<file path="config.mk">
export PLATFORM = sky130hd
export DESIGN_NAME = fplg_guard
export DESIGN_NICKNAME = d
export VERILOG_FILES = /design/src/shared/fplg_pkg.sv /design/src/hw/fplg_guard.sv /design/src/hw/fplg_rst_sync.sv
export SDC_FILE = /design/constraint.sdc
export NUM_CORES = 1
export LEC_CHECK = 0
export ABC_AREA = 1
export BUFFER_PORTS_ARGS = -buffer_cell sky130_fd_sc_hd__buf_2
export CAP_MARGIN = 40
export CORE_UTILIZATION = 42
export CTS_BUF_LIST = sky130_fd_sc_hd__clkbuf_8
export DETAILED_ROUTE_END_ITERATION = 10
export PLACE_DENSITY = 0.78
export SLEW_MARGIN = 20
export SYNTH_ARGS = -nofsm -noshare
export SYNTH_HDL_FRONTEND = slang
export SYNTH_SLANG_ARGS = --single-unit
</file>
<file path="constraint.sdc">
create_clock -name clk_i -period 1.71 [get_ports clk_i]
set_input_delay 0.0855 -clock clk_i [delete_from_list [all_inputs] [get_ports clk_i]]
set_output_delay 0.0855 -clock clk_i [all_outputs]
set_load 0.05 [all_outputs]
</file>
<file path="src/shared/fplg_pkg.sv">
// Shared constants and types of the flash page lock guard
package fplg_pkg;

    // ==========================================================
    // Register map (APB byte addresses, one 32-bit word each)
    // ==========================================================
    localparam int APB_AW = 12;                    // APB address width
    localparam logic [APB_AW-1:0] CTRL_IDX = 12'h08F;  // Printed index
    localparam logic [APB_AW-1:0] CTRL_ADDR = {CTRL_IDX[9:0], 2'b00};
    localparam logic [APB_AW-1:0] KEY_ADDR = 12'h240;    // Key register
    localparam logic [APB_AW-1:0] SRC_ADDR = 12'h244;    // Reset sources
    localparam logic [APB_AW-1:0] STATUS_ADDR = 12'h248; // Guard status

    // ==========================================================
    // Field positions and reset values
    // ==========================================================
    localparam int WRITE_EN_BIT = 0;               // Flash write enable
    localparam int ERASE_EN_BIT = 1;               // Page erase enable
    localparam logic [1:0] CTRL_RESET = 2'h0;      // Both enables clear
    localparam int MON_RST_BIT = 0;                // Monitor as reset src
    localparam int POR_FLAG_BIT = 1;               // Power-on flag
    localparam int FERR_FLAG_BIT = 6;              // Flash error flag
    localparam int MON_EN_BIT = 7;                 // Supply monitor on
    localparam logic [7:0] KEY_CODE_FIRST = 8'hA5; // First key code
    localparam logic [7:0] KEY_CODE_SECOND = 8'hF1; // Second key code

    // ==========================================================
    // Flash geometry
    // ==========================================================
    localparam int FA_W = 14;                      // Flash address width
    localparam int PAGE_SHIFT = 9;                 // 512-byte pages
    localparam int PAGE_W = FA_W - PAGE_SHIFT;     // Page number width
    localparam logic [FA_W-1:0] RESERVED_BASE = 14'h3E00; // To 0x3FFF
    localparam logic [FA_W-1:0] LOCK_BYTE_ADDR = 14'h3DFF; // Last user
    localparam logic [7:0] LOCK_ERASED = 8'hFF;    // Unwritten lock byte

    // ==========================================================
    // Enumerations
    // ==========================================================
    typedef enum logic [1:0] {
        FPLG_OP_READ = 2'h0,       // Byte read
        FPLG_OP_WRITE = 2'h1,      // Byte write (firmware: move write)
        FPLG_OP_ERASE = 2'h2,      // Page erase
        FPLG_OP_DEV_ERASE = 2'h3   // Whole-device erase, debug only
    } fplg_op_t;

    typedef enum logic [1:0] {
        FPLG_KEY_IDLE = 2'b00,     // No code seen
        FPLG_KEY_HALF = 2'b01,     // First code seen
        FPLG_KEY_ARMED = 2'b11,    // Both codes seen
        FPLG_KEY_DEAD = 2'b10      // Wrong order, locked until reset
    } fplg_key_t;

endpackage : fplg_pkg

</file>
<file path="src/hw/fplg_guard.sv">
// Flash page lock guard: access checks, key sequence and store control
//
// Function
// - Any zero lock bit locks lock-byte page
// - Debug port cannot touch locked pages
// - Unlocked-page firmware cannot touch locked pages
// - Locked-page firmware reads/writes all but reserved
// - Locked-page firmware erases all but reserved, lock
// - Only debug device erase clears locks
// - Denied firmware access pulses flash-error reset, flag
// - Denied debug requests ignored, no reset
// - No locks: lock page open, firmware erase resets
// - Any lock: lock page for locked firmware only
// - Reserved area denied to every requester
// - Written lock byte cannot be changed
// - New lock byte applies after next reset
// - Firmware modify needs supply monitor and its reset
// - Both enables: move write erases whole page
// - Write enable steers move writes to flash
// - Interrupts held pending during flash write or erase
// - Lock count is complement of last user byte
// - Keys A5 then F1 before each modify
// - Addresses 0x3E00 to 0x3FFF are reserved
//
// Decided for this implementation: the APB slave port.
module fplg_guard (
    input wire logic clk_i,                      // System clock, 250 MHz
    input wire logic rstn_i,                     // Device reset, async
    input wire logic por_rstn_i,                 // Power-on reset, async
    // APB slave
    input wire logic psel_i,                     // Slave select
    input wire logic penable_i,                  // Access phase
    input wire logic pwrite_i,                   // Write direction
    input wire logic [fplg_pkg::APB_AW-1:0] paddr_i,  // Byte address
    input wire logic [31:0] pwdata_i,            // Write data
    output logic [31:0] prdata_o,                // Read data
    output logic pready_o,                       // Always ready
    output logic pslverr_o,                      // Unmapped address
    // Access requests
    input wire logic req_valid_i,                // Request offered
    input wire logic req_debug_i,                // 1: debug port
    input wire fplg_pkg::fplg_op_t req_op_i,     // Requested operation
    input wire logic [fplg_pkg::FA_W-1:0] req_addr_i, // Target address
    input wire logic [7:0] req_data_i,           // Write data
    input wire logic [fplg_pkg::FA_W-1:0] pc_i,  // Firmware program ctr
    output logic req_ready_o,                    // Request taken
    // Flash array side
    input wire logic [7:0] lock_byte_i,          // Stored lock byte
    input wire logic flash_done_i,               // Write/erase finished
    output logic flash_cmd_valid_o,              // Command pulse
    output fplg_pkg::fplg_op_t flash_cmd_o,      // Command kind
    output logic [fplg_pkg::FA_W-1:0] flash_addr_o, // Command address
    output logic [7:0] flash_data_o,             // Command data
    // System side
    output logic xram_wr_o,                      // Move write to RAM
    output logic dbg_ignored_o,                  // Debug request dropped
    output logic flash_error_reset_o,            // Device reset pulse
    output logic irq_hold_o                      // Hold interrupts
);
    import fplg_pkg::*;

    // ==========================================================
    // Reset synchronisers
    // ==========================================================
    logic rst_n;                // Device reset, synchronous release
    logic por_n;                // Power-on reset, synchronous release

    fplg_rst_sync u_rst_sync (
        .clk_i(clk_i),
        .arstn_i(rstn_i),
        .rstn_o(rst_n)
    );

    fplg_rst_sync u_por_sync (
        .clk_i(clk_i),
        .arstn_i(por_rstn_i),
        .rstn_o(por_n)
    );

    // ==========================================================
    // State declarations
    // ==========================================================
    logic [1:0] ctrl_q, ctrl_d;                 // Erase and write enable
    fplg_key_t key_q, key_d;                    // Key sequence state
    logic [7:0] lock_q, lock_d;                 // Lock byte seen at reset
    logic lock_vld_q, lock_vld_d;               // Lock byte captured
    logic busy_q, busy_d;                       // Write/erase running
    logic mon_en_q, mon_en_d;                   // Supply monitor enabled
    logic mon_rst_q, mon_rst_d;                 // Monitor is reset src
    logic por_flag_q, por_flag_d;               // Power-on flag
    logic ferr_q, ferr_d;                       // Flash error flag
    logic [31:0] prdata_d;                      // Next read data
    logic cmd_vld_d, xram_d, ign_d, ferr_rst_d; // Next pulses
    fplg_op_t cmd_d;                            // Next command kind
    logic [FA_W-1:0] addr_d;                    // Next command address
    logic [7:0] data_d;                         // Next command data

    // ==========================================================
    // APB decode
    // ==========================================================
    logic acc;                  // Access phase, completes this edge
    logic wr_ctrl, wr_key, wr_rst;  // Register write strobes
    logic mapped;               // Address hits a register

    assign acc = psel_i && penable_i;
    assign mapped = (paddr_i == CTRL_ADDR) || (paddr_i == KEY_ADDR) ||
                    (paddr_i == SRC_ADDR) || (paddr_i == STATUS_ADDR);
    assign wr_ctrl = acc && pwrite_i && (paddr_i == CTRL_ADDR);
    assign wr_key = acc && pwrite_i && (paddr_i == KEY_ADDR);
    assign wr_rst = acc && pwrite_i && (paddr_i == SRC_ADDR);
    // Zero wait states; error answer only on unmapped addresses
    assign pready_o = 1'b1;
    assign pslverr_o = acc && !mapped;

    // ==========================================================
    // Page classification
    // ==========================================================
    logic [7:0] lock_cnt;       // Number of locked pages from page 0
    logic any_lock;             // At least one page locked
    logic [PAGE_W-1:0] tgt_pg, pc_pg, lock_pg;
    logic tgt_locked, pc_locked, tgt_rsvd, tgt_lock_pg;

    assign lock_cnt = ~lock_q;
    assign any_lock = (lock_q != LOCK_ERASED);
    assign tgt_pg = req_addr_i[FA_W-1:PAGE_SHIFT];
    assign pc_pg = pc_i[FA_W-1:PAGE_SHIFT];
    assign lock_pg = LOCK_BYTE_ADDR[FA_W-1:PAGE_SHIFT];
    assign tgt_lock_pg = (tgt_pg == lock_pg);
    // Lock page joins the locked set whenever any bit is zero
    assign tgt_locked = ({3'h0, tgt_pg} < lock_cnt) ||
                        (any_lock && tgt_lock_pg);
    assign pc_locked = ({3'h0, pc_pg} < lock_cnt) ||
                       (any_lock && (pc_pg == lock_pg));
    assign tgt_rsvd = (req_addr_i >= RESERVED_BASE);

    // ==========================================================
    // Access decision
    // ==========================================================
    logic take;                 // Request accepted this cycle
    logic deny;                 // Operation not permitted
    logic modify;               // Firmware write or erase to flash
    logic is_erase;             // Effective operation is an erase
    logic lock_rewrite;         // Write to an already-written lock byte

    // Requests wait until the lock byte is known and flash is idle
    assign req_ready_o = lock_vld_q && !busy_q;
    assign take = req_valid_i && req_ready_o;
    assign lock_rewrite = (req_addr_i == LOCK_BYTE_ADDR) &&
                          (lock_byte_i != LOCK_ERASED);

    // Firmware move write becomes erase when both enables are set
    assign is_erase = req_debug_i ? (req_op_i == FPLG_OP_ERASE) :
                      ((req_op_i == FPLG_OP_WRITE) &&
                       ctrl_q[ERASE_EN_BIT]);
    assign modify = !req_debug_i && (req_op_i == FPLG_OP_WRITE) &&
                    ctrl_q[WRITE_EN_BIT];

    // Deny table, common to both requesters
    always_comb begin
        deny = 1'b0;
        if (req_debug_i) begin
            if (req_op_i == FPLG_OP_DEV_ERASE) begin
                deny = 1'b0;
            end else if (tgt_rsvd) begin
                deny = 1'b1;
            end else if (tgt_locked) begin
                deny = 1'b1;
            end else if (req_op_i == FPLG_OP_WRITE && lock_rewrite) begin
                deny = 1'b1;
            end
        end else if (req_op_i == FPLG_OP_READ) begin
            // Reads from locked code reach every non-reserved page
            deny = tgt_rsvd || (tgt_locked && !pc_locked);
        end else if (modify) begin
            if (tgt_rsvd) begin
                deny = 1'b1;
            end else if (!(mon_en_q && mon_rst_q)) begin
                deny = 1'b1;
            end else if (is_erase && tgt_lock_pg) begin
                deny = 1'b1;
            end else if (tgt_locked && !pc_locked) begin
                deny = 1'b1;
            end else if (!is_erase && lock_rewrite) begin
                deny = 1'b1;
            end
        end else if (req_op_i != FPLG_OP_WRITE) begin
            // Firmware has no erase or device-erase path of its own
            deny = 1'b1;
        end
    end

    // ==========================================================
    // Request, command and flag next state
    // ==========================================================
    always_comb begin
        cmd_vld_d = 1'b0;
        cmd_d = FPLG_OP_READ;
        addr_d = flash_addr_o;
        data_d = flash_data_o;
        xram_d = 1'b0;
        ign_d = 1'b0;
        ferr_rst_d = 1'b0;
        busy_d = busy_q && !flash_done_i;
        key_d = key_q;
        // Key register writes walk the two-code sequence
        if (wr_key && key_q != FPLG_KEY_DEAD) begin
            unique case (key_q)
                FPLG_KEY_IDLE: begin
                    key_d = (pwdata_i[7:0] == KEY_CODE_FIRST) ?
                            FPLG_KEY_HALF : FPLG_KEY_DEAD;
                end
                FPLG_KEY_HALF: begin
                    key_d = (pwdata_i[7:0] == KEY_CODE_SECOND) ?
                            FPLG_KEY_ARMED : FPLG_KEY_DEAD;
                end
                FPLG_KEY_ARMED: begin
                    key_d = FPLG_KEY_DEAD;
                end
                FPLG_KEY_DEAD: begin
                    key_d = FPLG_KEY_DEAD;
                end
            endcase
        end
        if (take) begin
            if (req_debug_i && deny) begin
                ign_d = 1'b1;
            end else if (deny) begin
                ferr_rst_d = 1'b1;
            end else if (!req_debug_i && req_op_i == FPLG_OP_WRITE &&
                         !modify) begin
                xram_d = 1'b1;
            end else if (modify && key_q != FPLG_KEY_ARMED) begin
                // Modify without both codes: disabled until reset
                key_d = FPLG_KEY_DEAD;
            end else begin
                cmd_vld_d = 1'b1;
                addr_d = req_addr_i;
                data_d = req_data_i;
                if (req_debug_i) begin
                    cmd_d = req_op_i;
                end else if (req_op_i == FPLG_OP_READ) begin
                    cmd_d = FPLG_OP_READ;
                end else begin
                    cmd_d = is_erase ? FPLG_OP_ERASE : FPLG_OP_WRITE;
                end
                if (cmd_d != FPLG_OP_READ) begin
                    busy_d = 1'b1;
                end
                // Each firmware modify consumes the key
                if (modify) begin
                    key_d = FPLG_KEY_IDLE;
                end
            end
        end
    end

    // ==========================================================
    // Register file next state
    // ==========================================================
    always_comb begin
        ctrl_d = wr_ctrl ? pwdata_i[1:0] : ctrl_q;
        mon_en_d = wr_rst ? pwdata_i[MON_EN_BIT] : mon_en_q;
        mon_rst_d = wr_rst ? pwdata_i[MON_RST_BIT] : mon_rst_q;
        // Software may clear the flags; a same-cycle event wins
        por_flag_d = wr_rst ? pwdata_i[POR_FLAG_BIT] : por_flag_q;
        ferr_d = (wr_rst ? pwdata_i[FERR_FLAG_BIT] : ferr_q) ||
                 ferr_rst_d;
        // Lock byte is sampled once after each device reset
        lock_vld_d = 1'b1;
        lock_d = lock_vld_q ? lock_q : lock_byte_i;
        prdata_d = 32'h0000_0000;
        if (psel_i && !penable_i && !pwrite_i) begin
            unique case (paddr_i)
                CTRL_ADDR: prdata_d = {30'h0, ctrl_q};
                KEY_ADDR: prdata_d = {30'h0, key_q};
                SRC_ADDR: begin
                    prdata_d[MON_EN_BIT] = mon_en_q;
                    prdata_d[FERR_FLAG_BIT] = ferr_q;
                    prdata_d[POR_FLAG_BIT] = por_flag_q;
                    prdata_d[MON_RST_BIT] = mon_rst_q;
                end
                STATUS_ADDR: prdata_d = {22'h0, busy_q, any_lock, lock_q};
                default: prdata_d = 32'h0000_0000;
            endcase
        end
    end

    // ==========================================================
    // Registers cleared by device reset
    // ==========================================================
    always_ff @(posedge clk_i or negedge rst_n) begin
        if (!rst_n) begin
            ctrl_q <= CTRL_RESET;
            key_q <= FPLG_KEY_IDLE;
            lock_q <= LOCK_ERASED;
            lock_vld_q <= 1'b0;
            busy_q <= 1'b0;
            mon_en_q <= 1'b0;
            mon_rst_q <= 1'b0;
            prdata_o <= 32'h0000_0000;
            flash_cmd_valid_o <= 1'b0;
            flash_cmd_o <= FPLG_OP_READ;
            flash_addr_o <= '0;
            flash_data_o <= 8'h00;
            xram_wr_o <= 1'b0;
            dbg_ignored_o <= 1'b0;
            flash_error_reset_o <= 1'b0;
        end else begin
            ctrl_q <= ctrl_d;
            key_q <= key_d;
            lock_q <= lock_d;
            lock_vld_q <= lock_vld_d;
            busy_q <= busy_d;
            mon_en_q <= mon_en_d;
            mon_rst_q <= mon_rst_d;
            prdata_o <= prdata_d;
            flash_cmd_valid_o <= cmd_vld_d;
            flash_cmd_o <= cmd_d;
            flash_addr_o <= addr_d;
            flash_data_o <= data_d;
            xram_wr_o <= xram_d;
            dbg_ignored_o <= ign_d;
            flash_error_reset_o <= ferr_rst_d;
        end
    end

    // ==========================================================
    // Reset-source flags survive device reset; power-on sets the power-on flag, clears the error flag
    // ==========================================================
    always_ff @(posedge clk_i or negedge por_n) begin
        if (!por_n) begin
            por_flag_q <= 1'b1;
            ferr_q <= 1'b0;
        end else begin
            por_flag_q <= por_flag_d;
            ferr_q <= ferr_d;
        end
    end

    // Interrupt hold follows the running write or erase
    assign irq_hold_o = busy_q;

endmodule : fplg_guard

</file>
<file path="src/hw/fplg_rst_sync.sv">
// Reset release synchroniser: asserts at once, releases after two edges
module fplg_rst_sync (
    input wire logic clk_i,     // System clock
    input wire logic arstn_i,   // Asynchronous reset, active low
    output logic rstn_o         // Synchronised reset, active low
);

    // ==========================================================
    // Two-stage release chain
    // ==========================================================
    logic meta_q;               // First stage, read only by second

    // Constants only under reset; release ripples through two stages
    always_ff @(posedge clk_i or negedge arstn_i) begin
        if (!arstn_i) begin
            meta_q <= 1'b0;
            rstn_o <= 1'b0;
        end else begin
            meta_q <= 1'b1;
            rstn_o <= meta_q;
        end
    end

endmodule : fplg_rst_sync

</file>
==> flow_summary.toml <==
[critical_path]
path_max_fanout = 7
arrival_ns = 2.18
cp-end-kind = "register"
critical_path.max_stage_delay_ns = 0.60
worstSetupStartpointType = "register"
crit_slowest_cell = "dfstp_2"
critical_path_class = "reg2reg"
crit_chain = "ha_4 > nand2_1 > inv_1 > nand2_1 > nand2_1 > nand2_1 > nand2_1 > nand2_2 > nor2_4 > nor2_4 > nor2_4 > nand2_8 > buf_12 > nand2_1 > o21ai_1"
crit_top_cell = "nand2_1"
critPathRequiredTime_ns = 1.93

[synthesis]
synth.area.mux_share_pct = 0.357
synth.ff_latch_count = 60
async_flop_share_pct = 100
synth_cells = 391
synth_edf_count = 0
synth_cell_types = 33
synth_common_cells = "126 x nand2_1, 51 x dfrtp_1, 42 x inv_1, 33 x nor2_1, 24 x buf_4"
yosysMostFrequentCell = "nand2_1"
synth_area_leaders = "dfrtp_1 40%, nand2_1 15%, dfstp_2 7.5%"
synthAdderAreaFrac_pct = 3.17
synth_compound_area_share_pct = 7.13
yosys.area_share.simple_pct = 28.6
synth_flop_cell = "dfrtp_1"
syn_avg_cell_area_um2 = 8.08
synth_top_area_cell = "dfrtp_1"
synth_area_mm2 = 0.00316
synth.top_cell.area_share_pct = 40.4
ys_warn_count = 0
yosysSeqAreaShare_pct = 47.9
synth_top_family_by_area = "simple AND/OR/NAND/NOR gates"
synth-xor-area-share_pct = 0

[outcome]
violations = "negative setup slack"
outcome = "complete, but fails checks"

[cells_and_area]
nNetsFinal = 655
final_area_mm2 = 0.00442
final_util_pct = 60.9
num_antenna_cells = 0
syn2layout_area_growth_pct = 40.0
stdcell_count = 652
drive_above_1_share_pct = 34.5

[sta]
min_period_ns = 1.96
final.setup_skew_ns = 0.0104
clock.fmax_mhz = 511
hold_slack_ns = 0.0223
rsz0062_at_grt = "true"
fin_ws_ns = -0.247
finalCritPeriodShare_pct = 114
hold_viol_final = 0
setup_viol = 30
slew_viol_final = 0

[route]
drtPass1Iterations = 4
ant_nets = 0
drt-wirelength-per-cell_um = 12.2
viasPerCell = 4.60
drtIter0Drc = 105
vias = 3002
drc_errors = 0
drt-total-wl_mm = 7.97

[grt]
antenna_found_initial = 0
grt_max_degree = 55
grt_use_total_pct = 20.6
grt_pass1_wl_mm = 12.4
grt_pass1_vias = 2912
overflow = 0

[placed_design]
gp_congestion = 0.885
dpl_cell_area_mm2 = 0.00383
portBuffers = 106
dp.cells = 605
place_hpwl_mm = 5.57

[floorplan]
design.portCount = 163
die_y_um = 88.7
die_x_um = 88.7
core-area_mm2 = 0.00725
num_rows = 31
die_area_mm2 = 0.00787
floorplan.initialDensity_pct = 43.5

[clock_network]
cts_sinks = 60
clk_pin_slew_ns = 0.07
cts-root-buf = "clkbuf_8"
cts_buffers = 9
cts_max_path_buffers = 2
htreeDepth = 3
cts_tree = "built"
clk_latency_ns = 0.34

[power]
ir_drop_uv = 403
power_mw = 4.14
power.density_mw_per_mm2 = 937
p_leak_nw = 2.41

[flow_run]
maxCapViolations = 0

[hold_path]
hold_class = "reg2async"
[through the flow]
| stage | setup slack (ns) | TNS, ns |
|---|---|---|
| 6_report | -0.247 | -5.64 |
| 3_5_place_dp | -0.268 | -6.55 |
| 4_1_cts | -0.195 | -4.85 |
| 2_1_floorplan | -0.117 | -2.28 |
| 5_1_grt | -0.323 | -8.52 |
| 3_3_place_gp | -0.189 | -4.82 |
[cell usage in the layout (no fill, tap or decap), types with 7 or more instances in the layout]
cell type / n
nand2_1: 122
buf_2: 106
dfrtp_1: 50
inv_1: 42
nor2_1: 27
conb_1: 26
dlygate4sd3_1: 26
o21ai_0: 19
nand3_1: 15
buf_4: 14
nand2_2: 13
clkbuf_8: 9
dfstp_2: 9
nor2_4: 7
[layout make-up]
type / count / area, µm²
fillers: 641 / 2830
repair buffers: 151 / 1000
clock inverters: 7 / 43.8
flip-flops and latches: 60 / 1510
inverters: 45 / 181
clock buffers: 9 / 124
well taps: 99 / 124
multi-input cells: 281 / 1430
[path summary, 6_finish.rpt]
check | from | to | slack, ns | cells after the start
min | u_por_sync.rstn_o$_DFF_PN0_ | ferr_q$_DFF_PN0_ | 0.02 | 0
min reg2reg | u_por_sync.rstn_o$_DFF_PN0_ | ferr_q$_DFF_PN0_ | 0.02 | 0
max | lock_q[3]$_DFFE_PN1N_ | flash_addr_o[8]$_DFFE_PN0P_ | -0.25 | 15
max reg2reg | lock_q[3]$_DFFE_PN1N_ | flash_addr_o[8]$_DFFE_PN0P_ | -0.25 | 15
max in group asynchronous | u_rst_sync.rstn_o$_DFF_PN0_ | lock_q[0]$_DFFE_PN1N_ | 1.15 | 1
min in group clk_i | pwdata_i[7] | mon_en_q$_DFFE_PN0P_ | 0.03 | 2
[repair_timing]
item	in CTS	in global routing
cloned	1	1
endpoints found under the setup margin	30	30
buffers inserted	2	1
hold buffers	26	0
hold endpoints to repair	28	0
gates resized for setup	20	6
pin swaps	4	2
[kinds of logic (layout without fill, tap and decap cells)]
group / Yosys count / count (layout)
multiplexers: 1 / 1
flip-flops: 60 / 60
buffers and inverters: 74 / 212
AO/OA/AOI/OAI: 39 / 39
AND/OR/NAND/NOR: 207 / 207
adder cells (fa/ha/maj): 8 / 8
other: 2 / 26
[registers in the layout, summed over array words and instances, names as in the netlist, 2 cells and up]
register	cells
key_q	2
lock_q	8
prdata_o	10
flash_data_o	8
flash_addr_o	14
ctrl_q	2
flash_cmd_o	2
[worst max-delay path: cells and delay by family (launching register included)]
kind,cells,cell delay [ns]
DFF,1,0.60
and+or+nand+nor,11,0.81
buffers and inverters,2,0.19
adders and majority gates,1,0.15
AOI/OAI and AO/OA,1,0.07
[metal layers]
layer | up-vias | part of all wire, % | GRT usage, %
met4 | 0 | 1.7 | 6.74
met3 | 19 | 7.1 | 6.44
li1 | 1497 | - | -
met1 | 1377 | 42 | 22.9
met5 | - | 0 | 0
met2 | 109 | 49 | 37.5
[where the power goes]
part / leakage (nW) / internal (mW) / switching, mW
Clock: 0.0848 / 0.515 / 0.561
Sequential: 0.750 / 1.60 / 0.0958
Combinational: 1.57 / 0.373 / 0.998
Total: 2.41 / 2.49 / 1.66
Power figures use the tool's default switching activity.
